<file path="src/logic/codec_mixer_pkg.sv">
// Purpose: shared constants for the codec mixer register bank
// Assumes: register indices are the 7-bit link indices (even numbers)
// Notes: reset values and field positions live here; write masks are in the bank
package codec_mixer_pkg;
   localparam int IDX_W = 7;
   localparam int DATA_W = 16;
   localparam int NUM_WORDS = 64;
   // register indices
   localparam logic [6:0] IDX_RESET_CAP = 7'h00;
   localparam logic [6:0] IDX_MASTER = 7'h02;
   localparam logic [6:0] IDX_HEADPHONE = 7'h04;
   localparam logic [6:0] IDX_MONO = 7'h06;
   localparam logic [6:0] IDX_BEEP = 7'h0A;
   localparam logic [6:0] IDX_PHONE = 7'h0C;
   localparam logic [6:0] IDX_MIC = 7'h0E;
   localparam logic [6:0] IDX_LINE = 7'h10;
   localparam logic [6:0] IDX_PCM_OUT = 7'h18;
   localparam logic [6:0] IDX_REC_SEL = 7'h1A;
   localparam logic [6:0] IDX_REC_GAIN = 7'h1C;
   localparam logic [6:0] IDX_GEN_PURPOSE = 7'h20;
   localparam logic [6:0] IDX_POWERDOWN = 7'h26;
   localparam logic [6:0] IDX_EXT_AUDIO_CAP = 7'h28;
   localparam logic [6:0] IDX_EXT_AUDIO_CTL = 7'h2A;
   localparam logic [6:0] IDX_PLAY_RATE = 7'h2C;
   localparam logic [6:0] IDX_CAPT_RATE = 7'h32;
   localparam logic [6:0] IDX_DIG_OUT = 7'h3A;
   localparam logic [6:0] IDX_EXT_MODEM_CAP = 7'h3C;
   localparam logic [6:0] IDX_EXT_MODEM_CTL = 7'h3E;
   localparam logic [6:0] IDX_PIN_DIR = 7'h4C;
   localparam logic [6:0] IDX_PIN_POL = 7'h4E;
   localparam logic [6:0] IDX_PIN_STICKY = 7'h50;
   localparam logic [6:0] IDX_PIN_WAKE = 7'h52;
   localparam logic [6:0] IDX_PIN_LEVEL = 7'h54;
   localparam logic [6:0] IDX_LINK_MODE = 7'h5E;
   localparam logic [6:0] IDX_MISC_CLOCK = 7'h60;
   localparam logic [6:0] IDX_SERIAL_OUT = 7'h6A;
   localparam logic [6:0] IDX_FW_ENABLE = 7'h70;
   localparam logic [6:0] IDX_FW_WAKE = 7'h72;
   localparam logic [6:0] IDX_FW_STATUS = 7'h7A;
   localparam logic [6:0] IDX_MAKER_FIRST = 7'h7C;
   localparam logic [6:0] IDX_MAKER_SECOND = 7'h7E;
   // register-reset ranges
   localparam logic [6:0] STD_RESET_LAST = 7'h3A;
   localparam logic [6:0] VND_RESET_FIRST = 7'h5A;
   localparam logic [6:0] VND_RESET_LAST = 7'h7A;
   // reset values
   localparam logic [15:0] CAP_WORD = 16'h0190;
   localparam int HP_FLAG_BIT = 4;
   localparam logic [15:0] RST_OUT_VOL = 16'h8000;
   localparam logic [15:0] RST_ZERO = 16'h0000;
   localparam logic [15:0] RST_MONO_GAIN = 16'h8008;
   localparam logic [15:0] RST_STEREO_GAIN = 16'h8808;
   localparam logic [15:0] RST_POWERDOWN = 16'h000F;
   localparam logic [15:0] RST_EXT_AUDIO_CAP = 16'h0605;
   localparam logic [15:0] RST_EXT_AUDIO_CTL = 16'h0410;
   localparam logic [15:0] RST_RATE = 16'hBB80;
   localparam logic [15:0] RST_DIG_OUT = 16'h2000;
   localparam logic [15:0] RST_EXT_MODEM_CTL = 16'h0100;
   localparam logic [15:0] RST_PIN_DIR = 16'h001F;
   localparam logic [15:0] RST_PIN_POL = 16'hFFFF;
   localparam logic [15:0] RST_MISC_CLOCK = 16'h0003;
   // field positions
   localparam int MUTE_BIT = 15;
   localparam int LEFT_LSB = 8;
   localparam int SAT_BIT = 5;
   localparam logic [5:0] ATTEN_MAX = 6'h1F;
   localparam int MIC_BOOST_HIGH_BIT = 6;
   localparam int MIC_BOOST_LOW_BIT = 7;
   localparam int MIC_SELECT_BIT = 8;
   localparam int NUM_STEREO = 5;
endpackage

</file>
<file path="src/logic/codec_mixer_register_bank.sv">
// Purpose: mixer and control register bank of an audio codec
// Assumes: link framer decodes slots and hands over one access per frame
// Notes: reads answer at the next frame_start, snapshot taken at request
`timescale 1ns/1ps
`default_nettype none
module codec_mixer_register_bank
   import codec_mixer_pkg::*;
#(
   parameter logic [15:0] MAKER_CODE_FIRST = 16'h1234, // arbitrary value
   parameter logic [15:0] MAKER_CODE_SECOND = 16'h5678 // arbitrary value
)(
   input wire logic mclk,
   input wire logic reset,
   input wire logic link_ready,
   input wire logic frame_start,
   input wire logic acc_valid,
   input wire logic acc_write,
   input wire logic [6:0] acc_index,
   input wire logic [15:0] acc_wdata,
   input wire logic headphone_config_pin,
   input wire logic cold_reset_n,
   output logic rsp_valid,
   output logic [6:0] rsp_index,
   output logic [15:0] rsp_data,
   output logic master_mute,
   output logic [5:0] master_left_atten,
   output logic [5:0] master_right_atten,
   output logic hp_mute,
   output logic [5:0] hp_left_atten,
   output logic [5:0] hp_right_atten,
   output logic mono_mute,
   output logic [5:0] mono_out_atten,
   output logic beep_mute,
   output logic [3:0] beep_atten,
   output logic phone_mute,
   output logic [4:0] phone_gain,
   output logic first_mic_mute,
   output logic second_mic_mute,
   output logic [4:0] mic_gain,
   output logic mic_boost_high,
   output logic mic_boost_low,
   output logic [4:0] stereo_mute,
   output logic [4:0][4:0] stereo_left_gain,
   output logic [4:0][4:0] stereo_right_gain,
   output logic [2:0] left_record_source,
   output logic [2:0] right_record_source,
   output logic [7:0] left_record_sel,
   output logic [7:0] right_record_sel
);

   // writable bits of each index; everything else is fixed or read-only
   function automatic logic [15:0] write_mask(input logic [6:0] idx);
      logic [15:0] m;
      m = 16'h0000;
      if (idx == IDX_MASTER || idx == IDX_HEADPHONE) m = 16'hBF3F;
      else if (idx == IDX_MONO) m = 16'h803F;
      else if (idx == IDX_BEEP) m = 16'h801E;
      else if (idx == IDX_PHONE) m = 16'h801F;
      else if (idx == IDX_MIC) m = 16'h805F;
      else if (idx >= IDX_LINE && idx <= IDX_PCM_OUT) m = 16'h9F1F;
      else if (idx == IDX_REC_SEL) m = 16'h0707;
      else if (idx == IDX_REC_GAIN) m = 16'h8F0F;
      else if (idx == IDX_GEN_PURPOSE) m = 16'h0380;
      else if (idx == IDX_POWERDOWN) m = 16'hFF00;
      else if (idx == IDX_EXT_AUDIO_CAP) m = 16'h0030;
      else if (idx == IDX_EXT_AUDIO_CTL) m = 16'h0035;
      else if (idx == IDX_PLAY_RATE || idx == IDX_CAPT_RATE) m = 16'hFFFF;
      else if (idx == IDX_DIG_OUT) m = 16'hFFFF;
      else if (idx == IDX_EXT_MODEM_CTL) m = 16'h0100;
      else if (idx == IDX_PIN_DIR || idx == IDX_PIN_POL) m = 16'h001F;
      else if (idx == IDX_PIN_STICKY || idx == IDX_PIN_WAKE) m = 16'h001F;
      else if (idx == IDX_PIN_LEVEL) m = 16'h001F;
      else if (idx == IDX_LINK_MODE) m = 16'h0B30;
      else if (idx == IDX_MISC_CLOCK) m = 16'h10C9;
      else if (idx == IDX_SERIAL_OUT) m = 16'h800F;
      else if (idx == IDX_FW_ENABLE || idx == IDX_FW_WAKE) m = 16'hFFFF;
      else if (idx == IDX_FW_STATUS) m = 16'hFFFF;
      return m;
   endfunction

   // default contents; unmapped words stay zero forever
   function automatic logic [15:0] reset_value(input logic [6:0] idx);
      logic [15:0] v;
      v = RST_ZERO;
      if (idx == IDX_MASTER || idx == IDX_HEADPHONE) v = RST_OUT_VOL;
      else if (idx == IDX_MONO || idx == IDX_REC_GAIN) v = RST_OUT_VOL;
      else if (idx == IDX_PHONE || idx == IDX_MIC) v = RST_MONO_GAIN;
      else if (idx >= IDX_LINE && idx <= IDX_PCM_OUT) v = RST_STEREO_GAIN;
      else if (idx == IDX_POWERDOWN) v = RST_POWERDOWN;
      else if (idx == IDX_EXT_AUDIO_CAP) v = RST_EXT_AUDIO_CAP;
      else if (idx == IDX_EXT_AUDIO_CTL) v = RST_EXT_AUDIO_CTL;
      else if (idx == IDX_PLAY_RATE || idx == IDX_CAPT_RATE) v = RST_RATE;
      else if (idx == IDX_DIG_OUT) v = RST_DIG_OUT;
      else if (idx == IDX_EXT_MODEM_CTL) v = RST_EXT_MODEM_CTL;
      else if (idx == IDX_PIN_DIR) v = RST_PIN_DIR;
      else if (idx == IDX_PIN_POL) v = RST_PIN_POL;
      else if (idx == IDX_MISC_CLOCK) v = RST_MISC_CLOCK;
      return v;
   endfunction

   // saturate a 6-bit attenuation: bit 5 forces full scale
   function automatic logic [5:0] sat_atten(input logic [5:0] a);
      return a[SAT_BIT] ? ATTEN_MAX : a;
   endfunction

   // record selector code to one-hot source
   function automatic logic [7:0] source_onehot(input logic [2:0] code);
      return 8'h01 << code;
   endfunction

   logic [15:0] regs [0:NUM_WORDS-1];
   logic [15:0] next_regs [0:NUM_WORDS-1];
   logic hp_meta, hp_sync, cold_meta, cold_sync;
   logic pend, next_pend;
   logic [6:0] pend_index, next_pend_index;
   logic [15:0] pend_data, next_pend_data;
   logic next_rsp_valid;
   logic [6:0] next_rsp_index;
   logic [15:0] next_rsp_data;
   logic accept, wr_hit, rd_hit;
   logic [15:0] cap_word, read_word;
   logic [15:0] out_reg, hp_reg;

   // pins pass two flops before anything reads them
   always_ff @(posedge mclk) begin
      if (reset) begin
         hp_meta <= 1'b1;
         hp_sync <= 1'b1;
         cold_meta <= 1'b1;
         cold_sync <= 1'b1;
      end else begin
         hp_meta <= headphone_config_pin;
         hp_sync <= hp_meta;
         cold_meta <= cold_reset_n;
         cold_sync <= cold_meta;
      end
   end

   // accesses are dropped outright while the link is not ready
   assign accept = acc_valid & link_ready;
   assign wr_hit = accept & acc_write;
   assign rd_hit = accept & ~acc_write;

   // capability word with the live headphone flag
   always_comb begin
      cap_word = CAP_WORD;
      cap_word[HP_FLAG_BIT] = hp_sync;
   end

   // read mux; pin low turns index 04h into a zero read-only word
   always_comb begin
      read_word = regs[acc_index[6:1]];
      if (acc_index == IDX_RESET_CAP) read_word = cap_word;
      else if (acc_index == IDX_HEADPHONE && !hp_sync) read_word = 16'h0000;
      else if (acc_index == IDX_MAKER_FIRST) read_word = MAKER_CODE_FIRST;
      else if (acc_index == IDX_MAKER_SECOND) read_word = MAKER_CODE_SECOND;
      else if (acc_index[0]) read_word = 16'h0000;
   end

   // register file next state: masked writes, saturation, register reset
   always_comb begin
      logic [15:0] w;
      logic [6:0] ix;
      w = 16'h0000;
      ix = 7'h00;
      for (int i = 0; i < NUM_WORDS; i++) begin
         next_regs[i] = regs[i];
      end
      if (wr_hit && acc_index == IDX_RESET_CAP) begin
         for (int i = 0; i < NUM_WORDS; i++) begin
            ix = 7'(i * 2);
            if (ix <= STD_RESET_LAST ||
                (ix >= VND_RESET_FIRST && ix <= VND_RESET_LAST)) begin
               next_regs[i] = reset_value(ix);
            end
         end
      end else if (wr_hit && !acc_index[0] &&
                   !(acc_index == IDX_HEADPHONE && !hp_sync)) begin
         w = acc_wdata;
         if (acc_index == IDX_MASTER || acc_index == IDX_HEADPHONE ||
             acc_index == IDX_MONO) begin
            w[13:8] = sat_atten(acc_wdata[13:8]);
            w[5:0] = sat_atten(acc_wdata[5:0]);
         end
         // fixed bits keep their value, data to them is discarded
         next_regs[acc_index[6:1]] = (regs[acc_index[6:1]] &
            ~write_mask(acc_index)) | (w & write_mask(acc_index));
      end
   end

   always_ff @(posedge mclk) begin
      if (reset) begin
         for (int i = 0; i < NUM_WORDS; i++) begin
            regs[i] <= reset_value(7'(i * 2));
         end
      end else begin
         for (int i = 0; i < NUM_WORDS; i++) begin
            regs[i] <= next_regs[i];
         end
      end
   end

   // read answer: snapshot now, present at the next frame start
   always_comb begin
      next_pend = pend;
      next_pend_index = pend_index;
      next_pend_data = pend_data;
      next_rsp_valid = 1'b0;
      next_rsp_index = rsp_index;
      next_rsp_data = rsp_data;
      if (frame_start && pend) begin
         next_rsp_valid = 1'b1;
         next_rsp_index = pend_index;
         next_rsp_data = pend_data;
         next_pend = 1'b0;
      end
      // a new read in the same cycle overrides the clear
      if (rd_hit) begin
         next_pend = 1'b1;
         next_pend_index = acc_index;
         next_pend_data = read_word;
      end
   end

   always_ff @(posedge mclk) begin
      if (reset) begin
         pend <= 1'b0;
         pend_index <= 7'h00;
         pend_data <= 16'h0000;
         rsp_valid <= 1'b0;
         rsp_index <= 7'h00;
         rsp_data <= 16'h0000;
      end else begin
         pend <= next_pend;
         pend_index <= next_pend_index;
         pend_data <= next_pend_data;
         rsp_valid <= next_rsp_valid;
         rsp_index <= next_rsp_index;
         rsp_data <= next_rsp_data;
      end
   end

   // output routing depends on the headphone pin
   assign out_reg = regs[IDX_MASTER[6:1]];
   assign hp_reg = hp_sync ? regs[IDX_HEADPHONE[6:1]] : out_reg;

   // registered control outputs for the analog paths
   always_ff @(posedge mclk) begin
      if (reset) begin
         master_mute <= 1'b1;
         master_left_atten <= 6'h00;
         master_right_atten <= 6'h00;
         hp_mute <= 1'b1;
         hp_left_atten <= 6'h00;
         hp_right_atten <= 6'h00;
         beep_mute <= 1'b0;
         beep_atten <= 4'h0;
         first_mic_mute <= 1'b1;
         second_mic_mute <= 1'b0;
      end else begin
         // with the pin low the master path is held muted
         master_mute <= hp_sync ? out_reg[MUTE_BIT] : 1'b1;
         master_left_atten <= hp_sync ? out_reg[13:8] : 6'h00;
         master_right_atten <= hp_sync ? out_reg[5:0] : 6'h00;
         hp_mute <= hp_reg[MUTE_BIT];
         hp_left_atten <= hp_reg[13:8];
         hp_right_atten <= hp_reg[5:0];
         // cold reset holds beep at its neutral setting
         beep_mute <= cold_sync & regs[IDX_BEEP[6:1]][MUTE_BIT];
         beep_atten <= cold_sync ? regs[IDX_BEEP[6:1]][4:1] : 4'h0;
         first_mic_mute <= regs[IDX_MIC[6:1]][MUTE_BIT] &
            ~regs[IDX_GEN_PURPOSE[6:1]][MIC_SELECT_BIT];
         second_mic_mute <= regs[IDX_MIC[6:1]][MUTE_BIT] &
            regs[IDX_GEN_PURPOSE[6:1]][MIC_SELECT_BIT];
      end
   end

   // direct field views of the flops
   assign mono_mute = regs[IDX_MONO[6:1]][MUTE_BIT];
   assign mono_out_atten = regs[IDX_MONO[6:1]][5:0];
   assign phone_mute = regs[IDX_PHONE[6:1]][MUTE_BIT];
   assign phone_gain = regs[IDX_PHONE[6:1]][4:0];
   assign mic_gain = regs[IDX_MIC[6:1]][4:0];
   assign mic_boost_high = regs[IDX_MIC[6:1]][MIC_BOOST_HIGH_BIT];
   assign mic_boost_low = regs[IDX_MISC_CLOCK[6:1]][MIC_BOOST_LOW_BIT];
   assign left_record_source = regs[IDX_REC_SEL[6:1]][10:8];
   assign right_record_source = regs[IDX_REC_SEL[6:1]][2:0];
   assign left_record_sel = source_onehot(left_record_source);
   assign right_record_sel = source_onehot(right_record_source);

   // one stereo gain word per source: line, CD, video, aux, PCM
   for (genvar s = 0; s < NUM_STEREO; s++) begin : g_stereo
      assign stereo_mute[s] = regs[(IDX_LINE >> 1) + s][MUTE_BIT];
      assign stereo_left_gain[s] = regs[(IDX_LINE >> 1) + s][12:8];
      assign stereo_right_gain[s] = regs[(IDX_LINE >> 1) + s][4:0];
   end

   // checks on the behaviour of the bank
   AST_CAP_WORD: assert property (@(posedge mclk) disable iff (reset)
      rsp_valid && rsp_index == IDX_RESET_CAP |->
         {rsp_data[15:5], rsp_data[3:0]} == {CAP_WORD[15:5], CAP_WORD[3:0]})
      else $error("capability word wrong");
   AST_HP_FLAG: assert property (@(posedge mclk) disable iff (reset)
      rd_hit && acc_index == IDX_RESET_CAP ##1 pend |->
         pend_data[HP_FLAG_BIT] == $past(hp_sync))
      else $error("headphone flag does not follow pin");
   AST_REG_RESET: assert property (@(posedge mclk) disable iff (reset)
      wr_hit && acc_index == IDX_RESET_CAP |=> ##1
         mono_mute && mono_out_atten == 6'h00 && stereo_mute == 5'h1F)
      else $error("register reset missed");
   AST_SATURATE: assert property (@(posedge mclk) disable iff (reset)
      wr_hit && acc_index == IDX_MONO && acc_wdata[SAT_BIT] |=>
         mono_out_atten == ATTEN_MAX)
      else $error("attenuation not saturated");
   AST_HP_RO: assert property (@(posedge mclk) disable iff (reset)
      rd_hit && acc_index == IDX_HEADPHONE && !hp_sync |=> pend_data == 16'h0)
      else $error("headphone word not zero with pin low");
   AST_ODD_ZERO: assert property (@(posedge mclk) disable iff (reset)
      rd_hit && acc_index[0] |=> pend_data == 16'h0000)
      else $error("odd index read not zero");
   AST_BEEP_COLD: assert property (@(posedge mclk) disable iff (reset)
      !cold_sync |=> !beep_mute && beep_atten == 4'h0)
      else $error("beep setting active during cold reset");
   AST_NOT_READY: assert property (@(posedge mclk) disable iff (reset)
      acc_valid && !link_ready && !pend |=> !pend)
      else $error("access taken while link not ready");
   AST_RSP_FRAME: assert property (@(posedge mclk) disable iff (reset)
      rsp_valid |-> $past(frame_start) && $past(pend))
      else $error("answer outside frame start");
   AST_MIC_SEL: assert property (@(posedge mclk) disable iff (reset)
      {first_mic_mute, second_mic_mute} ==
         (!$past(regs[IDX_MIC[6:1]][MUTE_BIT]) ? 2'b00 :
          $past(regs[IDX_GEN_PURPOSE[6:1]][MIC_SELECT_BIT]) ? 2'b01 : 2'b10))
      else $error("microphone mute on the wrong input");
   AST_REC_ONEHOT: assert property (@(posedge mclk) disable iff (reset)
      $onehot(left_record_sel) && $onehot(right_record_sel) &&
      left_record_sel[0] == (left_record_source == 3'b000) &&
      right_record_sel[7] == (right_record_source == 3'b111))
      else $error("record select not one-hot");
   COV_READ: cover property (@(posedge mclk) disable iff (reset)
      rd_hit ##[1:600] rsp_valid);
   COV_REG_RESET: cover property (@(posedge mclk) disable iff (reset)
      wr_hit && acc_index == IDX_RESET_CAP);
   COV_PIN_LOW: cover property (@(posedge mclk) disable iff (reset)
      wr_hit && acc_index == IDX_HEADPHONE && !hp_sync);
   COV_COLD_BEEP: cover property (@(posedge mclk) disable iff (reset)
      !cold_sync && regs[IDX_BEEP[6:1]][MUTE_BIT]);
   COV_MIC_SECOND: cover property (@(posedge mclk) disable iff (reset)
      second_mic_mute);

endmodule
`default_nettype wire

</file>
<file path="config.mk">
export PLATFORM = sky130hd
export DESIGN_NAME = codec_mixer_register_bank
export DESIGN_NICKNAME = d
export VERILOG_FILES = /design/src/logic/codec_mixer_pkg.sv /design/src/logic/codec_mixer_register_bank.sv
export SDC_FILE = /design/constraint.sdc
export NUM_CORES = 2
export LEC_CHECK = 0
export ABC_AREA = 1
export ABC_CLOCK_PERIOD_IN_PS = 2100
export BUFFER_PORTS_ARGS = -buffer_cell sky130_fd_sc_hd__buf_2
export CAP_MARGIN = 20
export CORE_MARGIN = 5
export CORE_UTILIZATION = 38
export CTS_CLUSTER_SIZE = 8
export DETAILED_ROUTE_END_ITERATION = 8
export PLACE_DENSITY_LB_ADDON = 0.15
export SYNTH_ARGS = -nofsm -noshare
export SYNTH_HDL_FRONTEND = slang
export SYNTH_SLANG_ARGS = --single-unit
</file>
<file path="constraint.sdc">
create_clock -name mclk -period 2.1 [get_ports mclk]
set_clock_uncertainty 0.15 [all_clocks]
set_input_delay 0.105 -clock mclk [delete_from_list [all_inputs] [get_ports mclk]]
set_output_delay 0.105 -clock mclk [all_outputs]
set_load 0.03 [all_outputs]
</file>
==> out/qor.csv <==
metric,value,unit
reg2reg_from,regs[2][10],
cts_tree,built,
nFillCells,12320,
die_x,358.0,um
wl_per_cell,16.86,um
syn_avg_cell_area,6.770,um2
die_height,358.0,um
min_from,acc_index[5],
syn-cell-area,46010,um2
drc,0,
nets,7316,
clockBufferDepth,3,
setup_tns,0,ns
syn_nets,6827,
clkTransAtPathRegs,0.05,ns
layout-drive-gt1-share,15.12,%
finalCritPeriodShare,98.28,%
firstDrtPassIters,6,
grt_start_max_net_pins,136,
postPlaceCellArea,51920,um2
slew_violations,0,
hold_path_class,input port to flip-flop,
worst_slew_pin_slew,0.7373,ns
cts_htree_levels,4,
final_hold_viol_count,0,
first_global_vias,38680,
status,finished clean,
cts.sinks,1109,
yosysSeqAreaShare,48.25,%
ant_nets,0,
relSlewSlack,50.67,%
setup_ws,0.03615,ns
drt-total-wl,150300,um
gp_congestion,0.9154,
fin_crit,2.064,ns
design_power_total,46.89,mW
numCtsBuffers,157,
cp_max_fo,7,
ys_types,41,
grt_pass1_wl,227900,um
max_freq,0.4845,GHz
worstHoldEndpoint,regs[16][8],
vias,41510,
final_cell_area,57190,um2
antenna_found_initial,3,
cts-root-buf,clkbuf_16,
antennaDiodeCount,0,
ff2ff_setup_slack,0.04,ns
whs_path_depth,8,
portBuffers,184,
initial_utilization,38.30,%
arrival,2.54,ns
viasPerCell,4.658,
criticalPathCategory,flip-flop to flip-flop,
synthCells,6796,
cp-start-kind,flip-flop,
synth_warnings,0,
pin_count,185,
powerDensity,819.9,nW/um2
end_kind,flip-flop,
synth-seq-cells,1109,
rr_endpoint,regs[25][10],
power.ir.vdd_worst,652.7,uV
rsz0062_at_grt,yes,
drt_iter0_drc,3060,
post-route-util,47.61,%
dp_slack,-0.7524,ns
track_usage,22.78,%
fp.dieArea,128100,um2
coreArea,120100,um2
synthToLayoutAreaGrowth,24.31,%
setup_viol,0,
r2r_cells,14,
num_rows,127,
p_leak,25.03,nW
crit_required,2.58,ns
hpwl,103200,um
grt_overflow,0,
insertion_delay,0.75,ns
drv_cap,0,
-- worst max-delay path, cell delays in order (launching register included) --
cell and delay [ns]:
dfxtp_2 0.32, nand2_1 0.06, nand2_1 0.05, nand2_1 0.06, nand2_2 0.10, nand2_2 0.09, nand2_4 0.06, nand2_4 0.10
nand2_4 0.06, nor2_4 0.13, nand2_4 0.12, o21ai_4 0.18, buf_12 0.16, buf_12 0.17, a21oi_1 0.08
-- synthesized netlist by cell type (all sizes together) --
library cell     n  area [um2]
nor4             1       6.260
o21bai           1       11.26
nor2           943        3582
o21a            37       277.8
clkbuf         123       461.7
nand3b           3       22.52
buf            330        1926
clkinv           2       7.510
or2             25       156.4
nand3          109       565.5
and2             2       12.52
nand4            4       25.02
nor3            33       196.4
a21oi          295        1495
mux2i            1       13.76
dfxtp         1109       22200
o22ai            7       50.05
a31oi            1       21.27
inv            931        3500
nand2         2242        8471
a22oi            2       15.01
o21ai          595        2993
-- final cells by class --
type / instances / area [um2] / share of cell area (%)
timing repair buffer: 783 / 6903 / 12.07
clock inverter: 11 / 180.2 / 0.3150
clock buffer: 164 / 4061 / 7.101
sequential: 1109 / 22210 / 38.83
tap: 1612 / 2017 / 3.526
inverter: 933 / 3525 / 6.163
multi-input combinational: 4301 / 18300 / 31.99
-- layer usage --
metal,track usage [%],share of wire [%]
met5,0,0.011
met4,6.414,2.7
met2,37.21,45
met1,31.56,47
met3,3.199,5.6
-- through the flow --
stage / hold slack (ns) / cells
after floorplan: 0.05881 / 6796
after CTS: 0.007514 / 8901
after global placement: 0.1495 / 8688
after global routing: 0.06575 / 8913
final: 0.07138 / 8913
after detailed placement: 0.1479 / 8688
-- logic make-up after synthesis --
kind of cell	synth area share, %
buffers and inverters	12.81
AOI/OAI and AO/OA	10.57
muxes	0.02991
DFF	48.25
and+or+nand+nor	28.34
-- cells in the final DEF (no fill, tap or decap), drive strengths merged --
cell type	instances
dfxtp	1109
nor3	33
a31oi	1
clkbuf	170
a21oi	295
mux2i	1
clkinv	9
nand4	4
nor2	943
o21a	37
a22oi	2
or2	25
o22ai	7
and2	2
nand2	2242
dlygate4sd3	35
o21ai	595
nand3b	3
buf	742
o21bai	1
inv	935
nand3	109
nor4	1
-- flip-flops by register name, indices dropped and copies added (netlist names), 4 cells and up --
register and flops:
pend_data 16, pend_index 7, beep_atten 4, hp_left_atten 6, rsp_index 7, regs 1024
master_left_atten 6, rsp_data 16, master_right_atten 6, hp_right_atten 6
-- what timing repair did --
action	4_1_cts	5_1_grt
endpoints found under the setup margin	59	273
setup buffers	2	6
hold buffers	35	0
pin swaps	8	33
cloned	1	8
gates resized for setup	26	122
hold endpoints to repair	649	0
-- how the worst max path moves through the flow --
| stage | slack (ns) | from | endpoint | cells after the start |
|---|---|---|---|---|
| after global routing | -0.02 | acc_index[4] | regs[53][1] | 11 |
| after global placement | -0.74 | acc_index[1] | regs[12][12] | 17 |
| after CTS | 0.005 | acc_index[0] | regs[11][10] | 16 |
| after floorplan | 0.18 | acc_index[0] | regs[8][10] | 12 |
| final | 0.04 | regs[2][10] | regs[25][10] | 14 |
| after detailed placement | -0.75 | acc_index[1] | regs[12][12] | 17 |
-- power by group --
group	internal (mW)	switching (mW)	leakage, nW	total, mW
sequential	21.1	0.0178	8.94	21.1
combinational	1.09	2.09	14.0	3.18
clock	13.5	9.02	2.08	22.6
Power figures use the tool's default switching activity.
